$ cat src/rtl/sad_pkg.sv
package sad_pkg;

  // ----------------------------------------------------------------
  // Memory map bounds
  // ----------------------------------------------------------------
  localparam logic [31:0] FLASH_BASE = 32'h0000_0000;
  localparam logic [31:0] FLASH_LIMIT = 32'h07FF_FFFF;
  localparam logic [31:0] BOOT_BASE = 32'h1C00_0000;
  localparam logic [31:0] BOOT_LIMIT = 32'h1C00_1FFF;
  localparam logic [31:0] SRAM_L_END = 32'h1FFF_FFFF;
  localparam logic [31:0] SRAM_ANCHOR = 32'h2000_0000;
  localparam logic [31:0] PERIPH_BASE = 32'h4000_0000;
  localparam logic [31:0] PERIPH_LIMIT = 32'h4007_FFFF;
  localparam logic [31:0] GPIO_BASE = 32'h400F_F000;
  localparam logic [31:0] GPIO_LIMIT = 32'h400F_FFFF;
  localparam logic [31:0] BIT_BASE = 32'h4400_0000;
  localparam logic [31:0] BIT_LIMIT = 32'h5FFF_FFFF;
  localparam logic [31:0] PRIV_BASE = 32'hE000_0000;
  localparam logic [31:0] PRIV_LIMIT = 32'hE00F_FFFF;
  localparam logic [31:0] TRACE_BASE = 32'hF000_0000;
  localparam logic [31:0] DWT_BASE = 32'hF000_1000;
  localparam logic [31:0] ROMTBL_BASE = 32'hF000_2000;
  localparam logic [31:0] MISC_BASE = 32'hF000_3000;
  localparam logic [31:0] IO_BASE = 32'hF800_0000;
  localparam logic [31:0] REGION_4K_MASK = 32'h0000_0FFF;

  // ----------------------------------------------------------------
  // Field positions and sizes
  // ----------------------------------------------------------------
  localparam int SLOT_LSB = 12;
  localparam int SLOT_W = 7;
  localparam int SLOT_COUNT = 128;
  localparam logic [6:0] GPIO_SLOT = 7'h0F;
  localparam logic [31:0] VECTOR_BYTES = 32'h0000_00C4;
  localparam int KB_BYTES = 1024;
  localparam int RF_BYTES = 16;
  localparam int RF_WORDS = RF_BYTES / 4;
  localparam logic [31:0] RF_RESET = 32'h0000_0000;

  // ----------------------------------------------------------------
  // Types
  // ----------------------------------------------------------------
  typedef enum logic [3:0] {
    TGT_NONE = 4'h0,
    TGT_FLASH = 4'h1,
    TGT_BOOT_ROM = 4'h2,
    TGT_SRAM_L = 4'h3,
    TGT_SRAM_U = 4'h4,
    TGT_PERIPH = 4'h5,
    TGT_GPIO = 4'h6,
    TGT_BIT_ENGINE = 4'h7,
    TGT_PRIVATE = 4'h8,
    TGT_TRACE = 4'h9,
    TGT_TRACE_DWT = 4'hA,
    TGT_ROM_TABLE = 4'hB,
    TGT_MISC_CTRL = 4'hC,
    TGT_IO_PORT = 4'hD
  } sad_target_t;

  typedef enum logic [2:0] {
    PM_RUN = 3'h0,
    PM_STOP = 3'h1,
    PM_RETENTION_STOP_LEVEL = 3'h2,
    PM_DEEP_STOP_LEVEL_ONE = 3'h3,
    PM_DEEP_STOP_LEVEL_ZERO = 3'h4
  } sad_pmode_t;

  typedef struct packed {
    logic valid;
    logic write;
    logic [31:0] addr;
  } sad_req_t;

  typedef struct packed {
    logic valid;
    logic err;
    logic write;
    logic vector;
    sad_target_t target;
    logic [31:0] addr;
  } sad_resp_t;

endpackage

$ cat src/rtl/sad_decoder.sv
`timescale 1ns/100ps

// What this block does
// SRAM split one quarter lower, three quarters upper
// Lower bank ends at 0x1FFF_FFFF
// Upper bank starts at 0x2000_0000
// Default size gives FE00 lower, 05FF upper
// SRAM range beyond capacity answers error
// Flash decodes from address zero, size-limited
// First 196 flash bytes are vectors
// Flash range beyond implemented size errors
// Bit engine alias routes to slots 0-127
// Bit engine alias also reaches GPIO slot
// Plain loads/stores trigger atomic engine operations; here they are only decoded to TGT_BIT_ENGINE, with no engine
// 0xF800_0000 upward selects single-cycle IO port
// 4 KB at 0xF000_0000 selects trace buffer
// 4 KB at 0xF000_3000 selects misc control
// 16-byte always-powered file survives voltage events
// Register file cleared only by power-on
// SRAM kept to retention level, lost deeper
// Full 32-bit byte address space decoded
// Reserved ranges answer error, no target
// Disabled or missing bridge slot answers error
module sad_decoder #(
  parameter int FLASH_KB = 32,
  parameter int SRAM_KB = 2
) (
  input wire logic core_clk_in,
  input wire logic rst_n_in,
  input wire logic por_n_in,
  input wire sad_pkg::sad_req_t req_in,
  input wire logic [sad_pkg::SLOT_COUNT-1:0] slot_en_in,
  output sad_pkg::sad_resp_t resp_out,
  input wire sad_pkg::sad_pmode_t power_mode_in,
  input wire logic sram_init_done_in,
  output logic sram_retain_out,
  output logic sram_lost_out,
  input wire logic rf_wr_in,
  input wire logic [1:0] rf_idx_in,
  input wire logic [31:0] rf_wdata_in,
  output logic [31:0] rf_rdata_out
);

  // ----------------------------------------------------------------
  // Derived bounds
  // ----------------------------------------------------------------
  // Implemented flash and SRAM bytes
  localparam logic [31:0] FLASH_BYTES = 32'(FLASH_KB * sad_pkg::KB_BYTES);
  localparam logic [31:0] SRAM_BYTES = 32'(SRAM_KB * sad_pkg::KB_BYTES);
  // Last implemented flash byte
  localparam logic [31:0] FLASH_END = sad_pkg::FLASH_BASE + FLASH_BYTES
    - 32'h0000_0001;
  // Lower bank start, a quarter below the anchor
  localparam logic [31:0] SRAM_L_START = sad_pkg::SRAM_ANCHOR
    - (SRAM_BYTES >> 2);
  // Upper bank end, three quarters above the anchor
  localparam logic [31:0] SRAM_U_END = sad_pkg::SRAM_ANCHOR
    + ((SRAM_BYTES >> 2) * 32'h0000_0003) - 32'h0000_0001;

  // ----------------------------------------------------------------
  // Helper functions
  // ----------------------------------------------------------------
  // Inclusive range test
  function automatic logic in_range(input logic [31:0] a,
                                    input logic [31:0] lo,
                                    input logic [31:0] hi);
    in_range = (a >= lo) && (a <= hi);
  endfunction

  // Same 4 KB region as a base
  function automatic logic in_4k(input logic [31:0] a,
                                 input logic [31:0] base);
    in_4k = (a & ~sad_pkg::REGION_4K_MASK) == base;
  endfunction

  // Bridge slot index of a bridge or alias address
  function automatic logic [6:0] slot_of(input logic [31:0] a);
    slot_of = a[sad_pkg::SLOT_LSB +: sad_pkg::SLOT_W];
  endfunction

  // Target of an address, TGT_NONE for holes
  function automatic sad_pkg::sad_target_t decode(input logic [31:0] a);
    decode = sad_pkg::TGT_NONE;
    // Flash only up to the implemented size
    if (in_range(a, sad_pkg::FLASH_BASE, FLASH_END)) begin
      decode = sad_pkg::TGT_FLASH;
    end else if (in_range(a, sad_pkg::BOOT_BASE, sad_pkg::BOOT_LIMIT)) begin
      decode = sad_pkg::TGT_BOOT_ROM;
    // Lower bank sits just under the anchor
    end else if (in_range(a, SRAM_L_START, sad_pkg::SRAM_L_END)) begin
      decode = sad_pkg::TGT_SRAM_L;
    // Upper bank starts at the anchor
    end else if (in_range(a, sad_pkg::SRAM_ANCHOR, SRAM_U_END)) begin
      decode = sad_pkg::TGT_SRAM_U;
    end else if (in_range(a, sad_pkg::PERIPH_BASE,
                          sad_pkg::PERIPH_LIMIT)) begin
      decode = sad_pkg::TGT_PERIPH;
    end else if (in_range(a, sad_pkg::GPIO_BASE, sad_pkg::GPIO_LIMIT)) begin
      decode = sad_pkg::TGT_GPIO;
    // Decorated alias of slots 0-127, GPIO slot included
    end else if (in_range(a, sad_pkg::BIT_BASE, sad_pkg::BIT_LIMIT)) begin
      decode = sad_pkg::TGT_BIT_ENGINE;
    end else if (in_range(a, sad_pkg::PRIV_BASE, sad_pkg::PRIV_LIMIT)) begin
      decode = sad_pkg::TGT_PRIVATE;
    end else if (in_4k(a, sad_pkg::TRACE_BASE)) begin
      decode = sad_pkg::TGT_TRACE;
    end else if (in_4k(a, sad_pkg::DWT_BASE)) begin
      decode = sad_pkg::TGT_TRACE_DWT;
    end else if (in_4k(a, sad_pkg::ROMTBL_BASE)) begin
      decode = sad_pkg::TGT_ROM_TABLE;
    end else if (in_4k(a, sad_pkg::MISC_BASE)) begin
      decode = sad_pkg::TGT_MISC_CTRL;
    // Top of the space up to the last byte
    end else if (a >= sad_pkg::IO_BASE) begin
      decode = sad_pkg::TGT_IO_PORT;
    end
  endfunction

  // ----------------------------------------------------------------
  // Address phase decode
  // ----------------------------------------------------------------
  sad_pkg::sad_target_t next_target; // Raw decode of request
  logic next_slot_ok; // Bridge slot present and clocked
  logic next_err; // Request ends in error

  // Target pick and error terms
  always_comb begin
    next_target = decode(req_in.addr);
    next_slot_ok = 1'b1;
    unique case (next_target)
      // Bridge and alias follow the slot enables
      sad_pkg::TGT_PERIPH,
      sad_pkg::TGT_BIT_ENGINE: begin
        next_slot_ok = slot_en_in[slot_of(req_in.addr)];
      end
      // GPIO window is slot 15 seen directly
      sad_pkg::TGT_GPIO: begin
        next_slot_ok = slot_en_in[sad_pkg::GPIO_SLOT];
      end
      // Everything else has no slot gate
      default: begin
        next_slot_ok = 1'b1;
      end
    endcase
    // Holes and beyond-size ranges terminate with error
    next_err = (next_target == sad_pkg::TGT_NONE) || !next_slot_ok;
  end

  // ----------------------------------------------------------------
  // Data phase response
  // ----------------------------------------------------------------
  // Registered answer one cycle after the request
  always_ff @(posedge core_clk_in or negedge rst_n_in) begin
    if (!rst_n_in) begin
      resp_out <= '0;
    end else begin
      resp_out.valid <= req_in.valid;
      resp_out.write <= req_in.write;
      resp_out.addr <= req_in.addr;
      // Error answers carry no target
      if (req_in.valid && !next_err) begin
        resp_out.target <= next_target;
        resp_out.err <= 1'b0;
      end else begin
        resp_out.target <= sad_pkg::TGT_NONE;
        resp_out.err <= req_in.valid;
      end
      // Flag fetches from the vector table
      resp_out.vector <= req_in.valid && !next_err &&
        (req_in.addr < sad_pkg::VECTOR_BYTES);
    end
  end

  // ----------------------------------------------------------------
  // SRAM retention
  // ----------------------------------------------------------------
  logic deep_mode; // Leakage stop levels drop SRAM

  // Deepest levels lose contents
  always_comb begin
    deep_mode = (power_mode_in == sad_pkg::PM_DEEP_STOP_LEVEL_ONE) ||
                (power_mode_in == sad_pkg::PM_DEEP_STOP_LEVEL_ZERO);
  end

  // Retention supply kept down to retention level
  always_ff @(posedge core_clk_in or negedge rst_n_in) begin
    if (!rst_n_in) begin
      sram_retain_out <= 1'b1;
    end else begin
      sram_retain_out <= !deep_mode;
    end
  end

  // Sticky loss flag, loss beats init done
  always_ff @(posedge core_clk_in or negedge por_n_in) begin
    if (!por_n_in) begin
      sram_lost_out <= 1'b1;
    end else if (deep_mode) begin
      sram_lost_out <= 1'b1;
    end else if (sram_init_done_in) begin
      sram_lost_out <= 1'b0;
    end
  end

  // ----------------------------------------------------------------
  // Always-powered register file
  // ----------------------------------------------------------------
  logic [sad_pkg::RF_WORDS-1:0][31:0] rf_mem; // Four retained words

  // Only power-on clears; system reset does not
  always_ff @(posedge core_clk_in or negedge por_n_in) begin
    if (!por_n_in) begin
      rf_mem <= {sad_pkg::RF_WORDS{sad_pkg::RF_RESET}};
    end else if (rf_wr_in) begin
      rf_mem[rf_idx_in] <= rf_wdata_in;
    end
  end

  // Registered read of the addressed word
  always_ff @(posedge core_clk_in or negedge por_n_in) begin
    if (!por_n_in) begin
      rf_rdata_out <= sad_pkg::RF_RESET;
    end else begin
      rf_rdata_out <= rf_mem[rf_idx_in];
    end
  end

  // ----------------------------------------------------------------
  // Assertions
  // ----------------------------------------------------------------
  property p_flash_beyond;
    @(posedge core_clk_in) disable iff (!rst_n_in)
    req_in.valid && (req_in.addr > FLASH_END) &&
    (req_in.addr <= sad_pkg::FLASH_LIMIT)
    |=> resp_out.err && (resp_out.target == sad_pkg::TGT_NONE);
  endproperty
  a_flash_beyond: assert property (p_flash_beyond)
    else $error("flash beyond size not errored");

  property p_flash_in;
    @(posedge core_clk_in) disable iff (!rst_n_in)
    req_in.valid && (req_in.addr <= FLASH_END)
    |=> !resp_out.err && (resp_out.target == sad_pkg::TGT_FLASH);
  endproperty
  a_flash_in: assert property (p_flash_in)
    else $error("flash address not routed to flash");

  property p_vector;
    @(posedge core_clk_in) disable iff (!rst_n_in)
    resp_out.vector |-> $past(req_in.addr) < sad_pkg::VECTOR_BYTES;
  endproperty
  a_vector: assert property (p_vector)
    else $error("vector flag outside table");

  property p_sram_l;
    @(posedge core_clk_in) disable iff (!rst_n_in)
    req_in.valid && (req_in.addr >= SRAM_L_START) &&
    (req_in.addr <= sad_pkg::SRAM_L_END)
    |=> resp_out.target == sad_pkg::TGT_SRAM_L;
  endproperty
  a_sram_l: assert property (p_sram_l)
    else $error("lower bank not selected");

  property p_sram_u;
    @(posedge core_clk_in) disable iff (!rst_n_in)
    req_in.valid && (req_in.addr >= sad_pkg::SRAM_ANCHOR) &&
    (req_in.addr <= SRAM_U_END)
    |=> resp_out.target == sad_pkg::TGT_SRAM_U;
  endproperty
  a_sram_u: assert property (p_sram_u)
    else $error("upper bank not selected");

  property p_sram_edges;
    @(posedge core_clk_in) disable iff (!rst_n_in)
    req_in.valid && ((req_in.addr == SRAM_U_END + 32'h0000_0001) ||
    (req_in.addr == SRAM_L_START - 32'h0000_0001))
    |=> resp_out.err;
  endproperty
  a_sram_edges: assert property (p_sram_edges)
    else $error("access past SRAM not errored");

  property p_slot_off;
    @(posedge core_clk_in) disable iff (!rst_n_in)
    req_in.valid && (req_in.addr >= sad_pkg::BIT_BASE) &&
    (req_in.addr <= sad_pkg::BIT_LIMIT) &&
    !slot_en_in[slot_of(req_in.addr)]
    |=> resp_out.err && (resp_out.target == sad_pkg::TGT_NONE);
  endproperty
  a_slot_off: assert property (p_slot_off)
    else $error("disabled slot not errored");

  property p_bit_gpio;
    @(posedge core_clk_in) disable iff (!rst_n_in)
    req_in.valid && (req_in.addr >= sad_pkg::BIT_BASE) &&
    (req_in.addr <= sad_pkg::BIT_LIMIT) &&
    (slot_of(req_in.addr) == sad_pkg::GPIO_SLOT) &&
    slot_en_in[sad_pkg::GPIO_SLOT]
    |=> resp_out.target == sad_pkg::TGT_BIT_ENGINE;
  endproperty
  a_bit_gpio: assert property (p_bit_gpio)
    else $error("alias of GPIO slot not routed");

  property p_io_port;
    @(posedge core_clk_in) disable iff (!rst_n_in)
    req_in.valid && (req_in.addr >= sad_pkg::IO_BASE)
    |=> !resp_out.err && (resp_out.target == sad_pkg::TGT_IO_PORT);
  endproperty
  a_io_port: assert property (p_io_port)
    else $error("IO port not selected");

  property p_trace_misc;
    @(posedge core_clk_in) disable iff (!rst_n_in)
    (resp_out.target == sad_pkg::TGT_TRACE ||
     resp_out.target == sad_pkg::TGT_MISC_CTRL)
    |-> $past(req_in.addr[31:12]) ==
        ((resp_out.target == sad_pkg::TGT_TRACE) ?
         sad_pkg::TRACE_BASE[31:12] : sad_pkg::MISC_BASE[31:12]);
  endproperty
  a_trace_misc: assert property (p_trace_misc)
    else $error("trace or control window misdecoded");

  property p_reserved;
    @(posedge core_clk_in) disable iff (!rst_n_in)
    req_in.valid && (req_in.addr > sad_pkg::FLASH_LIMIT) &&
    (req_in.addr < sad_pkg::BOOT_BASE)
    |=> resp_out.err && (resp_out.target == sad_pkg::TGT_NONE);
  endproperty
  a_reserved: assert property (p_reserved)
    else $error("reserved range not errored");

  property p_sram_lost;
    @(posedge core_clk_in) disable iff (!por_n_in || !rst_n_in)
    deep_mode |=> sram_lost_out && !sram_retain_out [*1];
  endproperty
  a_sram_lost: assert property (p_sram_lost)
    else $error("deep stop did not drop SRAM");

  property p_rf_hold;
    @(posedge core_clk_in) disable iff (!por_n_in)
    !rf_wr_in |=> $stable(rf_mem);
  endproperty
  a_rf_hold: assert property (p_rf_hold)
    else $error("register file changed without write");

endmodule // sad_decoder

$ cat config.mk
export PLATFORM = sky130hd
export DESIGN_NAME = sad_decoder
export DESIGN_NICKNAME = d
export VERILOG_FILES = /design/src/rtl/sad_pkg.sv /design/src/rtl/sad_decoder.sv
export SDC_FILE = /design/constraint.sdc
export NUM_CORES = 1
export LEC_CHECK = 0
export BUFFER_PORTS_ARGS = -buffer_cell sky130_fd_sc_hd__buf_2
export CAP_MARGIN = 20
export CORE_MARGIN = 2
export CORE_UTILIZATION = 48
export CTS_BUF_LIST = sky130_fd_sc_hd__clkbuf_8
export CTS_CLUSTER_DIAMETER = 80
export CTS_CLUSTER_SIZE = 14
export DETAILED_ROUTE_END_ITERATION = 10
export PLACE_DENSITY = 0.9
export SLEW_MARGIN = 20
export SYNTH_ARGS = -nofsm -noshare
export SYNTH_HDL_FRONTEND = slang
export SYNTH_SLANG_ARGS = --single-unit
$ cat constraint.sdc
create_clock -name core_clk_in -period 1 [get_ports core_clk_in]
set_clock_uncertainty 0.1 [all_clocks]
set_input_delay 0 -clock core_clk_in [delete_from_list [all_inputs] [get_ports core_clk_in]]
set_output_delay 0 -clock core_clk_in [all_outputs]
set_load 0.005 [all_outputs]
==> results of run 1 <==
## flip-flops by register name (all words and copies together) (netlist names)
register,count
resp_out,40
sram_lost_out,1
rf_rdata_out,32
sram_retain_out,1
rf_mem,128
## worst max-delay path by stage
stage	endpoint	cells after the start	start	slack [ns]
floorplan	resp_out[33]$_DFF_PN0_	7	req_in[23]	-1.07
global placement	resp_out[32]$_DFF_PN0_	9	req_in[12]	-1.37
global route	resp_out[32]$_DFF_PN0_	9	req_in[23]	-0.84
finish	resp_out[32]$_DFF_PN0_	9	req_in[12]	-0.80
CTS	resp_out[32]$_DFF_PN0_	9	req_in[12]	-0.74
detailed placement	resp_out[32]$_DFF_PN0_	9	req_in[12]	-1.42
## cell type report
| cell class | instances | area [um^2] | area share |
|---|---|---|---|
| sequential | 202 | 5060 | 0.391 |
| antenna | 4 | 10.0 | 0.000774 |
| inverter | 6 | 22.5 | 0.00174 |
| clock inverter | 2 | 17.5 | 0.00135 |
| timing repair buffer | 476 | 3330 | 0.258 |
| multi-input combinational | 327 | 3960 | 0.306 |
| clock buffer | 18 | 248 | 0.0192 |
| tap | 229 | 287 | 0.0222 |
## where the power goes
part | internal (mW) | leakage, nW | switching (mW)
combinational | 3.03 | 3.59 | 1.70
sequential | 9.54 | 2.39 | 0.769
clock | 1.66 | 0.139 | 2.59
## cell usage in the layout, fill, tap and decap left out, types with 7 or more instances in the layout
master	instances
dfrtp_1	200
buf_12	11
buf_4	94
mux2_2	89
mux2_4	42
nand3_1	9
a22oi_1	7
buf_6	28
nor2_1	12
buf_2	269
dlygate4sd3_1	72
clkbuf_8	18
mux2i_1	24
mux4_2	52
## cell families after synthesis
kind of cell / after synthesis
compound gates: 39
buf+inv: 39
flops: 202
mux: 209
simple gates: 79
## per-stage QoR
step,setup WS [ns],cells,util
2_1_floorplan,-1.07,568,-
3_3_place_gp,-1.37,1145,0.638
3_5_place_dp,-1.42,1145,0.638
4_1_cts,-0.741,1254,0.703
5_1_grt,-0.842,1264,0.715
6_report,-0.798,1264,0.715
## layer usage
layer  global-route usage  up-vias  part of all wire
met1                0.303     3540              0.36
met2                0.478      321              0.53
met3               0.0626       77             0.067
met5                    0        -           0.00048
li1                     -     3094                 -
met4                0.113        2             0.040
## repair_timing
item | 4_1_cts | 5_1_grt
endpoints found under the hold margin | 380 | 42
pin swaps | 6 | 5
buffers inserted | 17 | 4
setup endpoints to repair | 112 | 132
gates resized for setup | 13 | 39
hold buffers | 72 | 5
==> run_results.csv, run 1 <==
group,metric,value,unit
status,status,"finished with violations",
status,violations,"DRC, hold timing, setup timing",
synth,synth_most_common_cell,"dfrtp_1",
critical_path,slowest_delay,0.49,ns
cts,numCtsBuffers,18,
sta,fin_tns_setup,-14.14,ns
cts,htreeDepth,1,
drt,drtPass1Iterations,8,
critical_path,rr_endpoint,"rf_rdata_out[24]$_DFF_PN0_",
cts,cts_root_buf,"clkbuf_8",
synth,synth.area.top_cells,"dfrtp_1, mux2_2, mux4_2",
finish,layout.nets,1235,
synth,synthTopCellsByCount,"dfrtp_1, mux2_2, mux4_2, mux2i_1, clkbuf_1",
die,core-area,18100,um^2
sta,finalCritPeriodShare,1.80,
placement,portBuffers,277,
critical_path,timing.rr.start,"rf_mem[120]$_DFFE_PN0P_",
sta,setup_slack,-0.798,ns
critical_path,critPathArrivalTime,2.09,ns
synth,yosysUniqueCellTypes,52,
synth,yosys.area.top_type_share,0.560,
synth,synth-edff-count,0,
drt,via_count,7034,
synth,synth.avg_cell_area,15.7,um^2
synth,synth_top_area_cell,"dfrtp_1",
critical_path,r2r_cells,1,
drt,detail-route-antenna-nets,0,
sta,finalHoldViolations,37,
placement,gp_congestion,0.933,
synth,ys_warn_count,0,
sta,fmax,0.556,GHz
grt,grt_antenna_before_repair,5,
critical_path,crit_chain,"buf_6 > buf_6 > mux4_2 > mux2_4 > a221oi_2 > o21ai_1 > nor4bb_1 > or3_1 > o21a_1",
sta,fin_crit,1.80,ns
cts,clk_path_buf_depth,3,
synth,synth_nets,772,
sta,maxSlewViolCount,0,
power_and_ir_drop,p_leak,6.12,nW
cts,cts.clk_slew.worst_paths,0.09,ns
hold_path,hold_path_class,"in2reg",
sta,setup_viol,117,
critical_path,cp_common_cell,"buf_6",
critical_path,critPathTopFamily,"multiplexers",
sta,rsz0062_at_grt,"yes",
critical_path,cp-start-kind,"primary input",
drt,first_iter_violations,295,
critical_path,crit_path_end_kind,"flop",
synth,synth-simple-area-share,0.0538,
die,die_h,140,um
synth,synth_top_family_by_area,"multiplexers",
hold_path,hold_path_end,"resp_out[29]$_DFF_PN0_",
run,maxCapViolCount,0,
critical_path,cp.required,1.29,ns
critical_path,crit_path_max_fanout,6,
placement,dp_hpwl,18.7,mm
sta,holdWs,-0.324,ns
finish,final_cell_area,12900,um^2
critical_path,crit_type,"in2reg",
synth,synth_fa_ha_area_frac,0,
die,die-area,19700,um^2
synth,synth-compound-area-share,0.0322,
critical_path,crit_slowest_cell,"mux4_2",
finish,nFillCells,1099,
hold_path,min_delay_path_depth,2,
placement,postPlaceCellArea,11500,um^2
power_and_ir_drop,powerDensity,1490,nW/um^2
die,io_pins,278,
synth,synth_area,8930,um^2
drt,vias_per_cell,5.56,
finish,drive_gt1_frac,0.611,
finish,syn_to_final_growth,44.8,%
synth,synth-xor-area-share,0,
synth,synth_seq_cells,202,
drt,wl_per_cell,21.3,um
drt,drt-total-wl,26.9,mm
grt,grt-ovfl-total,0,
grt,grt_pass1_wl,40.9,mm
die,start_util,0.494,
grt,grt_pass1_vias,7872,
drt,drc,1,
critical_path,critPathBufInv,2,
cts,cts_tree,"built",
grt,gr-usage-all-layers,0.265,
die,fp-row-count,49,
power_and_ir_drop,vdd_ir_drop_max,0.000788,V
cts,cts_sinks,202,
die,die-width,140,um
sta,tightest_slew,0.622,ns
synth,seq_area_frac_synth,0.566,
critical_path,r2r_slack,-0.18,ns
sta,relSlewSlack,0.584,
power_and_ir_drop,p_total,19.3,mW
cts,clk_latency,0.51,ns
hold_path,min_from,"req_in[29]",
synth,synthMuxAreaShare,0.329,
grt,grt_max_degree,40,
synth,netlist_instances,568,
synth,synthFlopType,"dfrtp_1",
synth,synthArstFlopShare,1.00,
No activity file was read; power rests on OpenSTA's default activity.
==> run 2: changes to the inputs <==
--- a/config.mk
+++ b/config.mk
@@ -7,13 +7,15 @@
 export LEC_CHECK = 0
 export BUFFER_PORTS_ARGS = -buffer_cell sky130_fd_sc_hd__buf_2
 export CAP_MARGIN = 20
+export CORE_ASPECT_RATIO = 0.8
 export CORE_MARGIN = 2
-export CORE_UTILIZATION = 48
+export CORE_UTILIZATION = 57
 export CTS_BUF_LIST = sky130_fd_sc_hd__clkbuf_8
 export CTS_CLUSTER_DIAMETER = 80
 export CTS_CLUSTER_SIZE = 14
 export DETAILED_ROUTE_END_ITERATION = 10
-export PLACE_DENSITY = 0.9
+export GPL_TIMING_DRIVEN = 0
+export PLACE_DENSITY = 0.95
 export SLEW_MARGIN = 20
 export SYNTH_ARGS = -nofsm -noshare
 export SYNTH_HDL_FRONTEND = slang
==> constraint.sdc (replaced) <==
create_clock -name core_clk_in -period 2.1 [get_ports core_clk_in]
set_clock_uncertainty 0.1 [all_clocks]
set_input_delay 0 -clock core_clk_in [delete_from_list [all_inputs] [get_ports core_clk_in]]
set_output_delay 0 -clock core_clk_in [all_outputs]
set_load 0.005 [all_outputs]
==> run 2 against run 1 <==
Effect of this change: the run now ends clean; sequential power shrank 53%; utilization grew 7.2 points; global-route usage grew 4.7 points; register-to-register slack gained 0.85 ns; total power shrank 54%; flip-flop and latch count is the same; first-iteration DRC count grew 53%; wire length shrank 3.1%; critical path depth grew 1; highest routed layer is now met4.
==> run_results.csv, run 2 (synthesized netlist as in run 1, its figures left out) <==
group,metric,value,unit
sta,setup_viol,0,
critical_path,crit_path_max_fanout,10,
critical_path,crit_type,"in2reg",
drt,drtPass1Iterations,4,
sta,fin_tns_setup,0,ns
placement,portBuffers,275,
critical_path,cp.required,2.39,ns
critical_path,crit_path_end_kind,"flop",
placement,gp_congestion,0.962,
hold_path,hold_path_class,"in2reg",
finish,drive_gt1_frac,0.539,
cts,htreeDepth,1,
critical_path,r2r_slack,0.67,ns
cts,cts_tree,"built",
cts,clk_latency,0.51,ns
critical_path,critPathArrivalTime,2.38,ns
placement,postPlaceCellArea,10600,um^2
sta,finalCritPeriodShare,0.993,
power_and_ir_drop,clock_power_share,0.241,
critical_path,r2r_cells,2,
finish,final_cell_mix,"buf_2, dfrtp_1, mux2_2, dlygate4sd3_1, mux4_2",
sta,fin_crit,2.09,ns
cts,cts_root_buf,"clkbuf_8",
die,io_pins,278,
die,die_h,116,um
sta,finalHoldViolations,0,
status,status,"finished, final reports clean",
power_and_ir_drop,switchingPower,2.41,mW
hold_path,min_delay_path_depth,2,
finish,largest_reg_flops,128,
drt,drc,0,
die,die-width,144,um
finish,layout.nets,1160,
placement,dp_hpwl,17.2,mm
grt,grt_pass1_vias,7568,
sta,fmax,0.479,GHz
power_and_ir_drop,p_total,8.89,mW
die,fp-row-count,40,
cts,cts.clk_slew.worst_paths,0.09,ns
critical_path,cp-start-kind,"primary input",
power_and_ir_drop,vdd_ir_drop_max,0.000352,V
die,start_util,0.589,
grt,grt-ovfl-total,0,
drt,vias_per_cell,5.89,
power_and_ir_drop,p_int,6.48,mW
cts,numCtsBuffers,18,
die,core-area,15200,um^2
cts,clk_path_buf_depth,3,
finish,reg_top3,"rf_mem (128), resp_out (40), rf_rdata_out (32)",
critical_path,crit_slowest_cell,"mux4_2",
grt,grt_pass1_wl,39.6,mm
critical_path,slowest_delay,0.50,ns
drt,wl_per_cell,22.2,um
run,maxCapViolCount,0,
power_and_ir_drop,powerDensity,745,nW/um^2
grt,grt_max_degree,86,
grt,gr-usage-all-layers,0.313,
finish,final_cell_area,11900,um^2
finish,nFillCells,832,
drt,drt-total-wl,26.1,mm
drt,detail-route-antenna-nets,0,
finish,regMostFlops,"rf_mem",
power_and_ir_drop,p_comb_frac,0.212,
sta,tightest_slew,0.990,ns
power_and_ir_drop,seqPwrFrac,0.547,
sta,holdWs,0.0342,ns
critical_path,crit_chain,"clkbuf_4 > buf_12 > buf_8 > mux4_2 > a211oi_1 > nand4_1 > nor4bb_2 > or3_4 > buf_4 > o21a_1",
drt,first_iter_violations,450,
cts,cts_sinks,202,
sta,maxSlewViolCount,0,
die,die-area,16700,um^2
power_and_ir_drop,p_leak,5.47,nW
finish,syn_to_final_growth,33.6,%
drt,via_count,6932,
finish,mostFrequentLayoutCell,"buf_2",
sta,relSlewSlack,0.340,
grt,grt_antenna_before_repair,2,
power_and_ir_drop,power.share.switching,0.271,
==> run 2: cell types whose count changed in the layout (fill, tap and decap cells not counted), sizes merged <==
cell / delta
dlygate4sd3: +14
diode: -2
inv: +8
dlymetal6s4s: -2
buf: -111
clkbuf: +24
==> run 2: power groups by stage <==
stage | sequential (mW) | clock, mW | combinational, mW
6_report | 4.86 | 2.14 | 1.88
5_1_grt | 4.92 | 2.31 | 2.03
4_1_cts | 4.83 | 2.12 | 1.82
3_5_place_dp | 4.90 | 0 | 1.68
3_3_place_gp | 4.85 | 0 | 1.59
2_1_floorplan | 4.83 | 0 | 0.960
==> run 2: critical path: cells and delay by family <==
family | cells | cell delay, ns
AO/OA/AOI/OAI | 2 | 0.49
buffers and inverters | 4 | 0.59
multiplexers | 1 | 0.50
AND/OR/NAND/NOR | 3 | 0.79
==> run 2: cell type report <==
| cell class | count | area [um^2] | area share |
|---|---|---|---|
| sequential | 202 | 5060 | 0.424 |
| multi-input combinational | 327 | 3780 | 0.317 |
| timing repair buffer | 368 | 2320 | 0.195 |
| tap | 210 | 263 | 0.0220 |
| clock buffer | 18 | 248 | 0.0208 |
| buffer | 33 | 183 | 0.0153 |
| clock inverter | 10 | 47.5 | 0.00398 |
| inverter | 6 | 22.5 | 0.00189 |
| antenna | 2 | 5.00 | 0.000419 |
==> run 2: metal layers <==
metal / up-vias / GRT usage / wire length, um
met2: 387 / 0.563 / 14000
met4: 0 / 0.137 / 780
met3: 71 / 0.0640 / 1780
met1: 3528 / 0.367 / 9490
li1: 2946 / - / -
met5: - / 0 / 0
==> run 2: per-stage QoR <==
| step | utilization | cells | setup slack, ns |
|---|---|---|---|
| 3_3_place_gp | 0.698 | 1053 | -1.33 |
| 2_1_floorplan | - | 568 | 0.00427 |
| 6_report | 0.787 | 1176 | 0.0138 |
| 4_1_cts | 0.777 | 1168 | 0.00397 |
| 5_1_grt | 0.787 | 1176 | -0.000492 |
| 3_5_place_dp | 0.700 | 1054 | -0.663 |
==> run 2: worst paths after layout <==
check | to | start
min | resp_out[0]$_DFF_PN0_ | req_in[0]
min reg2reg | rf_mem[108]$_DFFE_PN0P_ | rf_mem[108]$_DFFE_PN0P_
max in group asynchronous | rf_mem[11]$_DFFE_PN0P_ | por_n_in
min in group asynchronous | resp_out[38]$_DFF_PN0_ | rst_n_in
max reg2reg | rf_mem[0]$_DFFE_PN0P_ | rf_mem[0]$_DFFE_PN0P_
max | resp_out[32]$_DFF_PN0_ | req_in[12]
==> run 2: timing repair <==
item,4_1_cts,5_1_grt
buffers inserted,0,7
pin swaps,0,3
cloned,0,0
resized for setup,3,30
endpoints found under the hold margin,373,0
endpoints found under the setup margin,4,56
hold buffers,86,0
